## src/logic/ged_consts.vh

```
/*
 Constants for the pin edge interrupt block: register offsets, field widths,
 reset values. Assumes a 16-bit register port addressed at the printed offsets.
*/
`ifndef GED_CONSTS_VH
`define GED_CONSTS_VH

// Pin counts and register layout
`define GED_PINS        24
`define GED_LO_PINS     16
`define GED_HI_PINS     8
`define GED_ADDR_W      16
`define GED_DATA_W      16

// Register offsets
`define GED_OFS_RISE_LO 16'h0310
`define GED_OFS_RISE_HI 16'h0312
`define GED_OFS_FALL_LO 16'h0314
`define GED_OFS_FALL_HI 16'h0316
`define GED_OFS_STAT_LO 16'h0318
`define GED_OFS_STAT_HI 16'h031A
`define GED_OFS_MASK_LO 16'h031C
`define GED_OFS_MASK_HI 16'h031E
`define GED_OFS_ARM_LO  16'h0320
`define GED_OFS_ARM_HI  16'h0322

// Reset and fill values
`define GED_RST_BIT     1'b0
`define GED_RST_WORD    16'h0000
`define GED_HI_PAD      8'h00
`define GED_PRIME_W     3
`define GED_PRIME_RST   3'h0

`endif

```

## src/logic/ged_pin_sync.v

```verilog
/*
 Pin synchroniser and edge detector: two flip-flops per pin, then a compare
 of successive synchronised samples. Assumes pins are asynchronous to the clock.
*/
`timescale 1ns/1ps
`default_nettype none
`include "ged_consts.vh"

module ged_pin_sync #(
	parameter WIDTH = `GED_PINS
) (
	// Clock and reset
	input  wire             i_clk,
	input  wire             i_rst_n,
	// Pins
	input  wire [WIDTH-1:0] i_pin,
	// Edge pulses and ready level
	output wire [WIDTH-1:0] o_rise,
	output wire [WIDTH-1:0] o_fall,
	output wire             o_ready
);

	reg [WIDTH-1:0]        meta;
	reg [WIDTH-1:0]        sync;
	reg [WIDTH-1:0]        prev;
	reg [`GED_PRIME_W-1:0] primed;

	always @(posedge i_clk) begin
		if (!i_rst_n) begin
			meta   <= {WIDTH{`GED_RST_BIT}};
			sync   <= {WIDTH{`GED_RST_BIT}};
			prev   <= {WIDTH{`GED_RST_BIT}};
			primed <= `GED_PRIME_RST;
		end else begin
			meta   <= i_pin;
			sync   <= meta;
			prev   <= sync;
			primed <= {primed[`GED_PRIME_W-2:0], 1'b1};
		end
	end

	// No edges until prev holds a real sample; a pin high at reset is no edge
	assign o_ready = primed[`GED_PRIME_W-1];

	genvar b;
	generate
		for (b = 0; b < WIDTH; b = b + 1) begin : g_bit
			assign o_rise[b] = o_ready & sync[b] & ~prev[b];
			assign o_fall[b] = o_ready & ~sync[b] & prev[b];
		end
	endgenerate

endmodule

`default_nettype wire

```

## src/logic/ged_edge_irq.v

```verilog
/*
 Edge interrupt detection for 24 general-purpose pins with its register port,
 per-pin sticky status, mask and one level interrupt.
 Assumes one clock, a synchronous active-low reset, pins asynchronous to the
 clock, and a master that never issues read and write strobes together.
*/
// The strobed register port was left to the implementer.
// Operation
// - Rising enable set: rising edge raises status
// - Rising edge is synchronised sample 0 then 1
// - Falling enable set: falling edge raises status
// - Falling edge is synchronised sample 1 then 0
// - Pins 0-15 low register, 16-23 high
// - High rising enable register resets to zero
// - Both falling enable registers reset to zero
// - Status low word per pin, resets zero
// - Status high word holds pins 16-23
// - Writing one then zero clears status bit
`timescale 1ns/1ps
`default_nettype none
`include "ged_consts.vh"

module ged_edge_irq (
	// Clock and reset
	input  wire                   I_CORE_CLK,
	input  wire                   I_RST_N,
	// Pins
	input  wire [`GED_PINS-1:0]   I_PIN,
	// Register port
	input  wire [`GED_ADDR_W-1:0] I_ADDR,
	input  wire [`GED_DATA_W-1:0] I_WR_DATA,
	input  wire                   I_WR_STB,
	input  wire                   I_RD_STB,
	output reg  [`GED_DATA_W-1:0] O_RD_DATA,
	output reg                    O_RD_VALID,
	// Interrupt
	output wire                   O_IRQ,
	output wire [`GED_PINS-1:0]   O_INT_STATUS
);

	// Edge pulses from the synchroniser
	wire [`GED_PINS-1:0] pin_rise;
	wire [`GED_PINS-1:0] pin_fall;

	// Per-pin register bits gathered into words
	wire [`GED_PINS-1:0] rise_en;
	wire [`GED_PINS-1:0] fall_en;
	wire [`GED_PINS-1:0] mask;
	wire [`GED_PINS-1:0] status;
	wire [`GED_PINS-1:0] arm;

	// Write decode
	wire wr_rise_lo;
	wire wr_rise_hi;
	wire wr_fall_lo;
	wire wr_fall_hi;
	wire wr_stat_lo;
	wire wr_stat_hi;
	wire wr_mask_lo;
	wire wr_mask_hi;

	// Read path
	reg  [`GED_DATA_W-1:0] rd_mux;

	ged_pin_sync #(
		.WIDTH (`GED_PINS)
	) u_sync (
		.i_clk   (I_CORE_CLK),
		.i_rst_n (I_RST_N),
		.i_pin   (I_PIN),
		.o_rise  (pin_rise),
		.o_fall  (pin_fall),
		.o_ready ()
	);

	assign wr_rise_lo = I_WR_STB & (I_ADDR == `GED_OFS_RISE_LO);
	assign wr_rise_hi = I_WR_STB & (I_ADDR == `GED_OFS_RISE_HI);
	assign wr_fall_lo = I_WR_STB & (I_ADDR == `GED_OFS_FALL_LO);
	assign wr_fall_hi = I_WR_STB & (I_ADDR == `GED_OFS_FALL_HI);
	assign wr_stat_lo = I_WR_STB & (I_ADDR == `GED_OFS_STAT_LO);
	assign wr_stat_hi = I_WR_STB & (I_ADDR == `GED_OFS_STAT_HI);
	assign wr_mask_lo = I_WR_STB & (I_ADDR == `GED_OFS_MASK_LO);
	assign wr_mask_hi = I_WR_STB & (I_ADDR == `GED_OFS_MASK_HI);

	genvar p;
	generate
		for (p = 0; p < `GED_PINS; p = p + 1) begin : g_pin
			wire sel_rise;
			wire sel_fall;
			wire sel_mask;
			wire sel_stat;
			wire wbit;
			wire hit;
			wire clear_ok;
			reg  rise_q;
			reg  fall_q;
			reg  mask_q;
			reg  stat_q;
			reg  arm_q;
			reg  next_stat;
			reg  next_arm;

			// Low word for pins below 16, high word above
			assign sel_rise = (p < `GED_LO_PINS) ? wr_rise_lo : wr_rise_hi;
			assign sel_fall = (p < `GED_LO_PINS) ? wr_fall_lo : wr_fall_hi;
			assign sel_mask = (p < `GED_LO_PINS) ? wr_mask_lo : wr_mask_hi;
			assign sel_stat = (p < `GED_LO_PINS) ? wr_stat_lo : wr_stat_hi;
			assign wbit     = I_WR_DATA[p % `GED_LO_PINS];

			always @(posedge I_CORE_CLK) begin
				if (!I_RST_N) begin
					rise_q <= `GED_RST_BIT;
				end else if (sel_rise) begin
					rise_q <= wbit;
				end
			end

			always @(posedge I_CORE_CLK) begin
				if (!I_RST_N) begin
					fall_q <= `GED_RST_BIT;
				end else if (sel_fall) begin
					fall_q <= wbit;
				end
			end

			always @(posedge I_CORE_CLK) begin
				if (!I_RST_N) begin
					mask_q <= `GED_RST_BIT;
				end else if (sel_mask) begin
					mask_q <= wbit;
				end
			end

			// Either direction counts when both enables are set
			assign hit = (pin_rise[p] & rise_q) | (pin_fall[p] & fall_q);

			// Zero write only clears after an earlier one write to the same bit
			assign clear_ok = sel_stat & ~wbit & arm_q;

			always @* begin
				next_stat = stat_q;
				if (hit) begin
					next_stat = 1'b1;
				end else if (clear_ok) begin
					next_stat = 1'b0;
				end
			end

			// Arm tracks the first half of the clear sequence
			always @* begin
				next_arm = arm_q;
				if (sel_stat) begin
					next_arm = wbit;
				end
			end

			always @(posedge I_CORE_CLK) begin
				if (!I_RST_N) begin
					stat_q <= `GED_RST_BIT;
					arm_q  <= `GED_RST_BIT;
				end else begin
					stat_q <= next_stat;
					arm_q  <= next_arm;
				end
			end

			assign rise_en[p] = rise_q;
			assign fall_en[p] = fall_q;
			assign mask[p]    = mask_q;
			assign status[p]  = stat_q;
			assign arm[p]     = arm_q;
		end
	endgenerate

	// Unused high bits read as zero
	always @* begin
		rd_mux = `GED_RST_WORD;
		case (I_ADDR)
			`GED_OFS_RISE_LO: begin
				rd_mux = rise_en[`GED_LO_PINS-1:0];
			end
			`GED_OFS_RISE_HI: begin
				rd_mux = {`GED_HI_PAD, rise_en[`GED_PINS-1:`GED_LO_PINS]};
			end
			`GED_OFS_FALL_LO: begin
				rd_mux = fall_en[`GED_LO_PINS-1:0];
			end
			`GED_OFS_FALL_HI: begin
				rd_mux = {`GED_HI_PAD, fall_en[`GED_PINS-1:`GED_LO_PINS]};
			end
			`GED_OFS_STAT_LO: begin
				rd_mux = status[`GED_LO_PINS-1:0];
			end
			`GED_OFS_STAT_HI: begin
				rd_mux = {`GED_HI_PAD, status[`GED_PINS-1:`GED_LO_PINS]};
			end
			`GED_OFS_MASK_LO: begin
				rd_mux = mask[`GED_LO_PINS-1:0];
			end
			`GED_OFS_MASK_HI: begin
				rd_mux = {`GED_HI_PAD, mask[`GED_PINS-1:`GED_LO_PINS]};
			end
			`GED_OFS_ARM_LO: begin
				rd_mux = arm[`GED_LO_PINS-1:0];
			end
			`GED_OFS_ARM_HI: begin
				rd_mux = {`GED_HI_PAD, arm[`GED_PINS-1:`GED_LO_PINS]};
			end
			default: begin
				rd_mux = `GED_RST_WORD;
			end
		endcase
	end

	// Read data stands for exactly one cycle, zero otherwise
	always @(posedge I_CORE_CLK) begin
		if (!I_RST_N) begin
			O_RD_DATA  <= `GED_RST_WORD;
			O_RD_VALID <= 1'b0;
		end else begin
			O_RD_DATA  <= I_RD_STB ? rd_mux : `GED_RST_WORD;
			O_RD_VALID <= I_RD_STB;
		end
	end

	// Level from registers only, so no glitch from edge pulses
	assign O_IRQ        = |(status & mask);
	assign O_INT_STATUS = status;

endmodule

`default_nettype wire

```

## config.mk

```make
export PLATFORM = sky130hd
export DESIGN_NAME = ged_edge_irq
export DESIGN_NICKNAME = d
export VERILOG_FILES = /design/src/logic/ged_pin_sync.v /design/src/logic/ged_edge_irq.v
export VERILOG_INCLUDE_DIRS = /design/src /design/src/logic
export SDC_FILE = /design/constraint.sdc
export NUM_CORES = 1
export LEC_CHECK = 0
export BUFFER_PORTS_ARGS = -buffer_cell sky130_fd_sc_hd__buf_2
export CAP_MARGIN = 40
export CORE_ASPECT_RATIO = 0.7
export CORE_MARGIN = 5
export CORE_UTILIZATION = 25
export CTS_CLUSTER_DIAMETER = 50
export DETAILED_ROUTE_END_ITERATION = 10
export SLEW_MARGIN = 20
export SYNTH_ARGS = -nofsm -noshare
export SYNTH_HDL_FRONTEND = slang
export SYNTH_SLANG_ARGS = --single-unit
export TNS_END_PERCENT = 20
```

## constraint.sdc

```tcl
create_clock -name I_CORE_CLK -period 3.7 [get_ports I_CORE_CLK]
set_input_delay 0.37 -clock I_CORE_CLK [delete_from_list [all_inputs] [get_ports I_CORE_CLK]]
set_output_delay 0.37 -clock I_CORE_CLK [all_outputs]
set_load 0.01 [all_outputs]
```

==> results of run 1 <==
==> where the power goes <==
part           leakage, nW  internal, mW  switching [mW]
clock network        0.372          1.33           0.962
registers             1.72          2.32          0.0135
logic                 1.56        0.0762           0.111
total                 3.65          3.72            1.09
==> final cells by class <==
class                      count  area, sq um  share of cell area
sequential                   212         4240               0.409
clock buffer                  32          702              0.0676
inverter                       8         30.0             0.00289
clock inverter                 8         55.1             0.00530
multi-input combinational    677         4090               0.394
timing repair buffer         123          673              0.0648
tap                          472          591              0.0569
==> worst min path at each step <==
stage,startpoint,endpoint,depth (start not counted)
finish,I_PIN[19],u_sync.meta[19],2
detailed placement,u_sync.meta[15],u_sync.sync[15],1
floorplan,I_RST_N,u_sync.primed[0],0
global placement,u_sync.primed[0],u_sync.primed[1],1
global route,I_PIN[19],u_sync.meta[19],2
CTS,I_PIN[4],u_sync.meta[4],2
==> per-stage QoR <==
| step | total power [mW] | area [sq um] | worst slack, ps | hold slack [ps] | instances |
|---|---|---|---|---|---|
| 2_1_floorplan | 2.49 | 8850 | 1570 | 398 | 990 |
| 3_3_place_gp | 2.57 | 9630 | 866 | 415 | 1492 |
| 3_5_place_dp | 2.57 | 9630 | 728 | 419 | 1492 |
| 4_1_cts | 4.86 | 10400 | 1260 | 34.8 | 1532 |
| 5_1_grt | 4.97 | 10400 | 1050 | 39.0 | 1532 |
| 6_report | 4.81 | 10400 | 1240 | 55.9 | 1532 |
==> layout by cell type, fill, tap and decap left out, types with 3 or more instances in the layout <==
cell and n:
a21boi_0 43, a21boi_1 69, a21oi_1 7, a221oi_1 5, a22oi_1 27, a31oi_1 12, a32oi_1 4, and2_1 78
and3_1 9, buf_2 100, buf_4 23, clkbuf_16 25, clkbuf_8 5, clkinv_2 4, dfxtp_1 212, inv_1 8
mux2i_1 7, mux4_2 12, nand2_1 252, nand2b_1 17, nand3_1 8, nand3b_1 16, nor2_1 22, nor3b_1 9
nor4_2 3, nor4_4 4, o21ai_0 38, o22ai_1 8, or4_4 3
==> registers in the layout, indices dropped and copies added (netlist names) <==
signal,count
g_pin.fall_q,24
O_RD_VALID,1
u_sync.primed,3
g_pin.arm_q,24
g_pin.mask_q,24
u_sync.meta,24
u_sync.sync,24
u_sync.prev,24
g_pin.stat_q,24
O_RD_DATA,16
g_pin.rise_q,24
==> worst max-delay path: cells and delay by family <==
kind	cells	cell delay (ps)
AND/OR/NAND/NOR	3	1700
buffers and inverters	2	490
AO/OA/AOI/OAI	2	290
==> layer usage <==
metal / part of all wire / GRT usage / up-vias
met3: 0.083 / 0.0311 / 44
met5: 0 / 0 / -
met4: 0.022 / 0.0310 / 0
met1: 0.45 / 0.193 / 3522
li1: - / - / 3455
met2: 0.45 / 0.211 / 249
==> synthesized netlist by cell type, types with 3 or more instances <==
master | n | area share
nand2_1 | 252 | 0.11
dfxtp_1 | 212 | 0.48
and2_1 | 78 | 0.055
a21boi_1 | 69 | 0.059
clkbuf_1 | 45 | 0.019
a21boi_0 | 43 | 0.036
o21ai_0 | 38 | 0.021
buf_4 | 30 | 0.025
a22oi_1 | 27 | 0.023
nor2_1 | 22 | 0.0093
nand2b_1 | 17 | 0.012
buf_2 | 16 | 0.0091
nand3b_1 | 16 | 0.014
a31oi_1 | 12 | 0.0085
mux4_2 | 12 | 0.031
and3_1 | 9 | 0.0064
nor3b_1 | 9 | 0.0076
inv_1 | 8 | 0.0034
nand3_1 | 8 | 0.0045
o22ai_1 | 8 | 0.0057
a21oi_1 | 7 | 0.0040
mux2i_1 | 7 | 0.0079
a221oi_1 | 5 | 0.0049
a32oi_1 | 4 | 0.0040
nor4_2 | 4 | 0.0057
nor4_4 | 3 | 0.0072
or4_4 | 3 | 0.0038
==> cells by family after synthesis <==
family / after synthesis / share of synthesized area
AO/OA/AOI/OAI: 220 / 0.174
buffers and inverters: 101 / 0.0587
flip-flops: 212 / 0.480
multiplexers: 20 / 0.0397
AND/OR/NAND/NOR: 437 / 0.247
==> run summary, run 1 <==
Die Span Y - 167 um
Final Critical Period - 2460 ps
Later-pin clock latency in the skew report - 520 ps
Seq/Total Area, Yosys - 0.480
Die Area - 39300 sq um
Max IR drop VDD - 0.325 mV
Antenna violations before repair - 0
Gp weighted congestion - 0.905
Vias - 7270
GR Overflow Total - 0
Mapped Nets - 1050
Fillers - 3719
Largest stage delay, worst path - 790 ps
Hold-fix buffers, CTS - 0
Fin. Hold Viols - 0
CTS buffer count - 24
Max-slew violation count - 0
H-Tree Depth - 1
Die width - 235 um
Drt pass-1 iters - 5
Worst setup path start - I_ADDR[7]
DR vias/cell - 4.75
Leakage power total - 3.65 nW
Fin util - 0.298
RR Startpoint - g_pin[20].stat_q
Worst EP required - 4110 ps
CTS tree - done
Core area - 34800 sq um
Endpoints failing setup - 0
Reg2reg end - O_RD_DATA[4]
Post_cts resized - 0
FF-to-FF path depth - 4
Synth Warn # - 0
Share of cells above drive strength 1 - 0.178
Slowest CP cell - or4b_1
Maximum buffer depth of the clock tree - 3
Status - finished, final reports clean
Reg clk slew, reported paths - 60 ps
ANT cells - 0
Post-synth ARST share - 0
Crit path cell chain - buf_2 -> or4b_1 -> nor4_2 -> nand3_1 -> buf_4 -> o21ai_0 -> a21boi_1
Ys flop type - dfxtp_1
Worst Max-Slew Pin Slew - 774 ps
Post-Syn Area - 8850 sq um
HPWL after DPL - 19.6 mm
Final TNS setup - 0 ps
Critical Path Sink Type - register
Site Rows - 57
CTS sink cnt - 212
Drc violations - 0
Setup Skew - 9.01 ps
Remaining antenna violation count after routing - 0
Flops & latches, synth - 212
Starting Density - 0.254
# IOs - 102
Root Buffer - clkbuf_16
Cells after synthesis - 990
Syn Area/Cell - 8.94 sq um
# nets final - 1106
Global Route Usage Sum - 0.136
Final period util - 0.665
Cell Pwr Density - 463 nW/um^2
Hold Crit Class - in -> reg
Global-route wire length before repair - 42.3 mm
Post-synth EDFFs - 0
DRT iter0 DRCs - 643
Fmax - 406 MHz
Largest net degree at the start of global routing - 88
Port Buf Inserts - 101
Routed len/inst - 18.1 um
R2R setup slack - 2080 ps
Vias in the first global route - 6912
Post-CTS setup buffer count - 0
Setup crit end - g_pin[2].stat_q
Yosys cell types - 46
Element type at the critical path start - input pin
Relative slew slack - 0.484
Area grow syn2layout - 17.4%
Arr. time, crit path - 2870 ps
Final WL - 27.8 mm
Crit path max fanout - 21
Crit Path Class - in -> reg
Maxcap violations - 0
RSZ-0062 raised after global routing - false
No activity file was read; power rests on OpenSTA's default activity.
==> run 2, diff against run 1 <==
--- a/config.mk
+++ b/config.mk
@@ -6,6 +6,7 @@
 export SDC_FILE = /design/constraint.sdc
 export NUM_CORES = 1
 export LEC_CHECK = 0
+export ABC_AREA = 1
 export BUFFER_PORTS_ARGS = -buffer_cell sky130_fd_sc_hd__buf_2
 export CAP_MARGIN = 40
 export CORE_ASPECT_RATIO = 0.7
==> constraint.sdc (replaced) <==
create_clock -name I_CORE_CLK -period 2.1 [get_ports I_CORE_CLK]
set_input_delay 0.21 -clock I_CORE_CLK [delete_from_list [all_inputs] [get_ports I_CORE_CLK]]
set_output_delay 0.21 -clock I_CORE_CLK [all_outputs]
set_load 0.01 [all_outputs]
==> run 2 against run 1 <==
  * Final cell count increased by 15%
  * Sequential power increased by 77%
  * Non-clock buffer count increased by 43
  * Register-to-register slack got worse by 1100 ps
  * Clock power increased by 90%
  * Synthesized cell count increased by 18%
  * Hold slack got worse by 48 ps
  * Die area increased by 0.90%
  * Flip-flop and latch count unchanged
  * Setup slack got worse by 1200 ps
  * Largest power group is now clock
==> run summary, run 2 <==
Multi-input logic area - 3640 sq um (-11%)
Max IR drop VDD - 0.473 mV (+45%)
Syn Area/Cell - 7.67 sq um (-14%)
Switching power - 1.93 mW (+78%)
R2R setup slack - 1030 ps (-1050 ps)
HPWL after DPL - 19.9 mm (+1.9%)
Worst Max-Slew Pin Slew - 705 ps (-69.8 ps)
Crit path max fanout - 4 (-81%)
Drt pass-1 iters - 5 (unchanged)
Share of cells above drive strength 1 - 0.170 (-0.00789)
Ys flop type - dfxtp_1
Die width - 236 um (+0.45%)
Reg clk slew, reported paths - 60 ps (about the same)
Post-synth ARST share - 0 (unchanged)
Global-route wire length before repair - 43.1 mm (+1.9%)
Element type at the critical path start - register
Site Rows - 57 (unchanged)
Mapped Nets - 1224 (+17%)
GR Overflow Total - 0 (unchanged)
Share of the synthesized area in the top cell type - 0.475 (-0.00450)
Total power - 8.85 mW (+84%)
Fmax - 494 MHz
Worst EP required - 1890 ps (-2220 ps)
Port Buf Inserts - 101 (unchanged)
WHS Endpoint - g_pin[5].arm_q
Maxcap violations - 0 (unchanged)
DR vias/cell - 4.51 (-4.9%)
# nets final - 1336 (+21%)
Area contributors post-synth - dfxtp_1, nand2_1, a21oi_1, inv_1, o21ai_0
Gp weighted congestion - 0.876 (-3.2%)
CTS sink cnt - 212 (unchanged)
Leakage power total - 5.03 nW (+38%)
Most numerous cell in the Yosys netlist - nand2_1
Placed cell area - 9830 sq um (+2.0%)
Setup Skew - 10.1 ps (+1.09 ps)
Reg2reg end - O_RD_DATA[2]
DRT iter0 DRCs - 654 (+1.7%)
Logic pwr share - 0.043 (+0.004)
RR Startpoint - g_pin[2].fall_q
Vias in the first global route - 7491 (+8.4%)
Fillers - 3769 (+1.3%)
Synth Warn # - 0 (unchanged)
Final TNS setup - 0 ps (unchanged)
Max-slew violation count - 0 (unchanged)
Seq/Total Area, Yosys - 0.475 (-0.00450)
Int Power - 6.92 mW (+86%)
Flops & latches, synth - 212 (unchanged)
Fin. Hold Viols - 0 (unchanged)
Yosys cell types - 34 (-26%)
Global Route Usage Sum - 0.134 (-0.00139)
Core area - 34900 sq um (+0.41%)
Cells after synthesis - 1164 (+18%)
Drc violations - 0 (unchanged)
Seq pwr share - 0.467 (-0.018)
H-Tree Depth - 1 (unchanged)
Endpoints failing setup - 0 (unchanged)
Clk pwr share - 0.490 (+0.013)
Commonest cells in the synthesized netlist - nand2_1, dfxtp_1, inv_1
Area grow syn2layout - 23.0%
Hold depth - 3 (+1)
Later-pin clock latency in the skew report - 500 ps (-20 ps)
Maximum buffer depth of the clock tree - 3 (unchanged)
Root Buffer - clkbuf_16
Post-Syn Area - 8930 sq um (+0.95%)
CTS buffer count - 23 (-4.2%)
Yosys top cell by area - dfxtp_1
ANT cells - 0 (unchanged)
Die Area - 39700 sq um (+0.90%)
Vias - 7955 (+9.4%)
Commonest non-fill, non-tap cells in the layout - nand2_1, dfxtp_1, inv_1
Commonest non-fill, non-tap cell in the layout - nand2_1
Cell area after layout - 11000 sq um (+5.8%)
Final WL - 27.8 mm (about the same)
Register area - 4240 sq um (unchanged)
Cell Pwr Density - 806 nW/um^2 (+74%)
Critical Path Sink Type - primary output
Die Span Y - 168 um (+0.45%)
Relative slew slack - 0.530 (+0.0460)
Crit Path Class - reg -> out
Largest net degree at the start of global routing - 113 (+28%)
CTS tree - done
Hold Crit Start - I_WR_DATA[5]
# IOs - 102 (unchanged)
Arr. time, crit path - 1820 ps (-1050 ps)
Hold Crit Class - in -> reg
Status - finished, final reports clean
Routed len/inst - 15.8 um (-13%)
Final period util - 0.965
FF-to-FF path depth - 6 (+2)
Switching Share - 0.219 (-0.00739)
Post-synth EDFFs - 0 (unchanged)
Antenna violations before repair - 2 (+2)
Starting Density - 0.256 (+0.00136)
Final Critical Period - 2030 ps
Remaining antenna violation count after routing - 0 (unchanged)
-- run 2: cell types whose count changed after synthesis, sizes merged, moves of 71 or more --
cell    before  now
a21boi     112    0
o21ai       38  109
nand3       10   95
inv          8  147
and2        78    1
a21oi        7  136
-- run 2: final cells by class --
type,count,area share
clock buffers,30,0.0593
clock inverters,10,0.0149
inverters,150,0.0512
multi-input cells,723,0.332
flip-flops and latches,212,0.386
well taps,472,0.0537
repair buffers,166,0.103
-- run 2: worst max path at each step --
stage | endpoint | start
5_1_grt | O_IRQ | g_pin[3].stat_q
4_1_cts | O_IRQ | g_pin[3].stat_q
6_report | O_IRQ | g_pin[3].stat_q
3_3_place_gp | O_RD_DATA[2] | I_ADDR[15]
3_5_place_dp | O_RD_DATA[15] | I_ADDR[4]
2_1_floorplan | g_pin[0].stat_q | I_ADDR[4]
-- run 2: kinds of logic after synthesis --
kind of cell / count (synthesis) / synth area share
AND/OR/NAND/NOR: 466 / 0.255
AO/OA/AOI/OAI: 257 / 0.152
flip-flops: 212 / 0.475
buffers and inverters: 229 / 0.118
-- run 2: power groups by stage --
stage | clock network, mW | logic [mW] | registers (mW)
floorplan | 0 | 0.188 | 4.20
global placement | 0 | 0.332 | 4.22
detailed placement | 0 | 0.338 | 4.22
CTS | 4.42 | 0.388 | 4.13
global route | 4.62 | 0.426 | 4.13
finish | 4.34 | 0.383 | 4.13
-- run 2: repair_timing --
item | in CTS | in global routing
endpoints found under the hold margin | 34 | 0
setup endpoints to repair | 0 | 1
hold buffers | 34 | 0
setup buffers | 0 | 0
gates resized for setup | 0 | 1
-- run 2: layer usage --
| metal | global-route usage | vias up | share of wire | routed length, um |
|---|---|---|---|---|
| li1 | - | 3978 | - | - |
| met1 | 0.202 | 3607 | 0.49 | 13500 |
| met2 | 0.191 | 314 | 0.40 | 11100 |
| met3 | 0.0281 | 52 | 0.086 | 2390 |
| met4 | 0.0404 | 4 | 0.028 | 776 |
| met5 | 0 | - | 0.00083 | 23 |
-- run 2: critical path, stage by stage, from the launching register on --
cell	delay, ps
dfxtp_1	370
nand2_1	120
nand4_1	140
nor4_2	280
buf_4	170
nand3_1	70
buf_2	160
-- run 2: stage by stage --
step	setup WS (ps)	hold slack [ps]	cells	util
floorplan	636	238	1164	-
global placement	217	393	1689	0.281
detailed placement	236	396	1689	0.281
CTS	42.1	1.38	1763	0.314
global route	-7.07	9.46	1763	0.314
finish	74.2	7.70	1763	0.314
==> run 3, diff against run 2 <==
--- a/config.mk
+++ b/config.mk
@@ -14,6 +14,7 @@
 export CORE_UTILIZATION = 25
 export CTS_CLUSTER_DIAMETER = 50
 export DETAILED_ROUTE_END_ITERATION = 10
+export REMOVE_ABC_BUFFERS = 1
 export SLEW_MARGIN = 20
 export SYNTH_ARGS = -nofsm -noshare
 export SYNTH_HDL_FRONTEND = slang
==> constraint.sdc (replaced) <==
create_clock -name I_CORE_CLK -period 2.2 [get_ports I_CORE_CLK]
set_input_delay 0.22 -clock I_CORE_CLK [delete_from_list [all_inputs] [get_ports I_CORE_CLK]]
set_output_delay 0.22 -clock I_CORE_CLK [all_outputs]
set_load 0.01 [all_outputs]
==> run 3 against run 2 <==
  * Non-clock buffer count up 6
  * Sequential power down 5%
  * Power down 8.1%
  * Final area up 0.10%
  * Sequential share of layout area about the same
  * Via count up 1.0%
  * Register-to-register slack better by 50 ps
  * Routed wire length down 1.7%
  * Clock skew about the same
  * Hold slack better by 23 ps
  * Utilization about the same
  * Critical path type unchanged
  * Critical endpoint unchanged
==> run summary, run 3 (synthesis results as in run 2) <==
Worst slack, placed - 217 ps (-19.1 ps)
Drt pass-1 iters - 5 (unchanged)
Seq pwr share - 0.484 (+0.017)
Final TNS setup - 0 ps (unchanged)
Crit path cell chain - nand2_1 -> nand4_1 -> nor4_2 -> buf_4 -> nand3_1 -> buf_2
Placed cell area - 9870 sq um (+0.41%)
Element type at the critical path start - register
Slowest CP cell - dfxtp_1
H-Tree Depth - 1 (unchanged)
Cell area after layout - 11000 sq um (+0.10%)
RSZ-0062 raised after global routing - false
Inst Count DP - 1691 (+0.12%)
Switching Share - 0.231 (+0.0126)
Core area - 34900 sq um (unchanged)
Share of cells above drive strength 1 - 0.170 (about the same)
Starting Density - 0.256 (unchanged)
Maxcap violations - 0 (unchanged)
Crit Path Class - reg -> out
Reg clk slew, reported paths - 60 ps (about the same)
Crit path max-delay family - simple AND/OR/NAND/NOR gates
Critical Path Sink Type - primary output
Gp weighted congestion - 0.861 (-1.7%)
Remaining antenna violation count after routing - 0 (unchanged)
Fillers - 3781 (+0.32%)
Fin util - 0.315 (+0.000322)
Max-slew violation count - 0 (unchanged)
Switching power - 1.88 mW (-2.8%)
Drc violations - 0 (unchanged)
Routed len/inst - 15.5 um (-2.0%)
Leakage power total - 5.02 nW (about the same)
Relative slew slack - 0.474 (-0.0560)
Die Area - 39700 sq um (unchanged)
CTS tree - done
Final period util - 0.939
Clk pwr share - 0.471 (-0.019)
Cell Pwr Density - 740 nW/um^2 (-8.2%)
Worst EP required - 1980 ps (+90 ps)
Post-route setup slack - 133 ps (+59.3 ps)
Buf+Inv Stages, Crit Path - 2 (unchanged)
Final WL - 27.3 mm (-1.7%)
Vias - 8038 (+1.0%)
Fmax - 484 MHz
Worst Max-Slew Pin Slew - 789 ps (+83.9 ps)
# IOs - 102 (unchanged)
DR vias/cell - 4.54 (+0.70%)
Arr. time, crit path - 1850 ps (+30 ps)
Commonest non-fill, non-tap cell in the layout - nand2_1
Largest stage delay, worst path - 370 ps (about the same)
Die width - 236 um (unchanged)
Later-pin clock latency in the skew report - 530 ps (+30 ps)
Antenna violations before repair - 0 (-2)
Die Span Y - 168 um (unchanged)
Hold Crit Class - in -> reg
Logic pwr share - 0.045 (+0.002)
Setup Skew - 10.0 ps (-0.0558 ps)
Max IR drop VDD - 0.498 mV (+5.4%)
Int Power - 6.25 mW (-9.6%)
Global Route Usage Sum - 0.135 (+0.000670)
Site Rows - 57 (unchanged)
Maximum buffer depth of the clock tree - 3 (unchanged)
Cell Count, Final, Fillers Out - 1769 (+0.34%)
Commonest non-fill, non-tap cells in the layout - nand2_1, dfxtp_1, inv_1
Fin. Hold Viols - 0 (unchanged)
# nets final - 1343 (+0.52%)
Final Critical Period - 2070 ps
Post-CTS setup buffer count - 0 (unchanged)
CTS buffer count - 24 (+4.3%)
GR Overflow Total - 0 (unchanged)
CTS sink cnt - 212 (unchanged)
Root Buffer - clkbuf_16
ANT cells - 0 (unchanged)
DRT iter0 DRCs - 637 (-2.6%)
Global-route wire length before repair - 43.3 mm (+0.61%)
HPWL after DPL - 19.4 mm (-2.8%)
Endpoints failing setup - 0 (unchanged)
Vias in the first global route - 7636 (+1.9%)
Crit path max fanout - 4 (unchanged)
Largest net degree at the start of global routing - 56 (-50%)
Status - finished, final reports clean
Port Buf Inserts - 101 (unchanged)
Area grow syn2layout - 23.2%
==> run 3: tightest hold or removal path, cell delays in order <==
cell     delay (ps)
buf_2           110
o21ai_0          80
a21oi_1         110
==> run 3: stage by stage <==
step / hold slack (ps) / power [mW]
2_1_floorplan: 248 / 4.15
3_3_place_gp: 393 / 4.33
3_5_place_dp: 396 / 4.34
4_1_cts: 3.89 / 8.25
5_1_grt: 37.3 / 8.44
6_report: 30.9 / 8.13
==> run 3: per-layer routing <==
layer	routed length, um	vias up	track usage
li1	-	3988	-
met4	442	0	0.0267
met2	11700	257	0.205
met3	2160	31	0.0345
met1	13000	3762	0.195
met5	0	-	0
==> run 3: final timing paths <==
kind                    startpoint               end  slack, ps  cells past startpoint
setup / recovery   g_pin[1].stat_q             O_IRQ        130                      6
hold / removal       I_WR_DATA[15]   g_pin[15].arm_q         30                      3
setup reg to reg  u_sync.primed[2]  g_pin[20].stat_q       1080                      3
hold reg to reg    u_sync.meta[15]   u_sync.sync[15]        410                      2
==> run 3: power by group through the flow <==
stage	clock network [mW]	logic (mW)	registers, mW
floorplan	0	0.132	4.01
CTS	3.94	0.373	3.94
global placement	0	0.312	4.02
global route	4.09	0.412	3.94
finish	3.83	0.368	3.94
detailed placement	0	0.316	4.02
==> run 3: final cells by class <==
class                   instances  area, sq um  share of cell area
flip-flops and latches        212         4240               0.386
multi-input cells             723         3640               0.331
repair buffers                172         1210               0.110
clock buffers                  32          692              0.0629
well taps                     472          591              0.0537
inverters                     150          563              0.0512
clock inverters                 8         55.1             0.00501
==> run 3: what timing repair did <==
| item | CTS | global route |
|---|---|---|
| hold endpoints to repair | 47 | 0 |
| gates resized for setup | 1 | 0 |
| pin swaps | 0 | 1 |
| endpoints found under the setup margin | 1 | 1 |
| hold buffers | 38 | 0 |
| gates cloned | 0 | 0 |
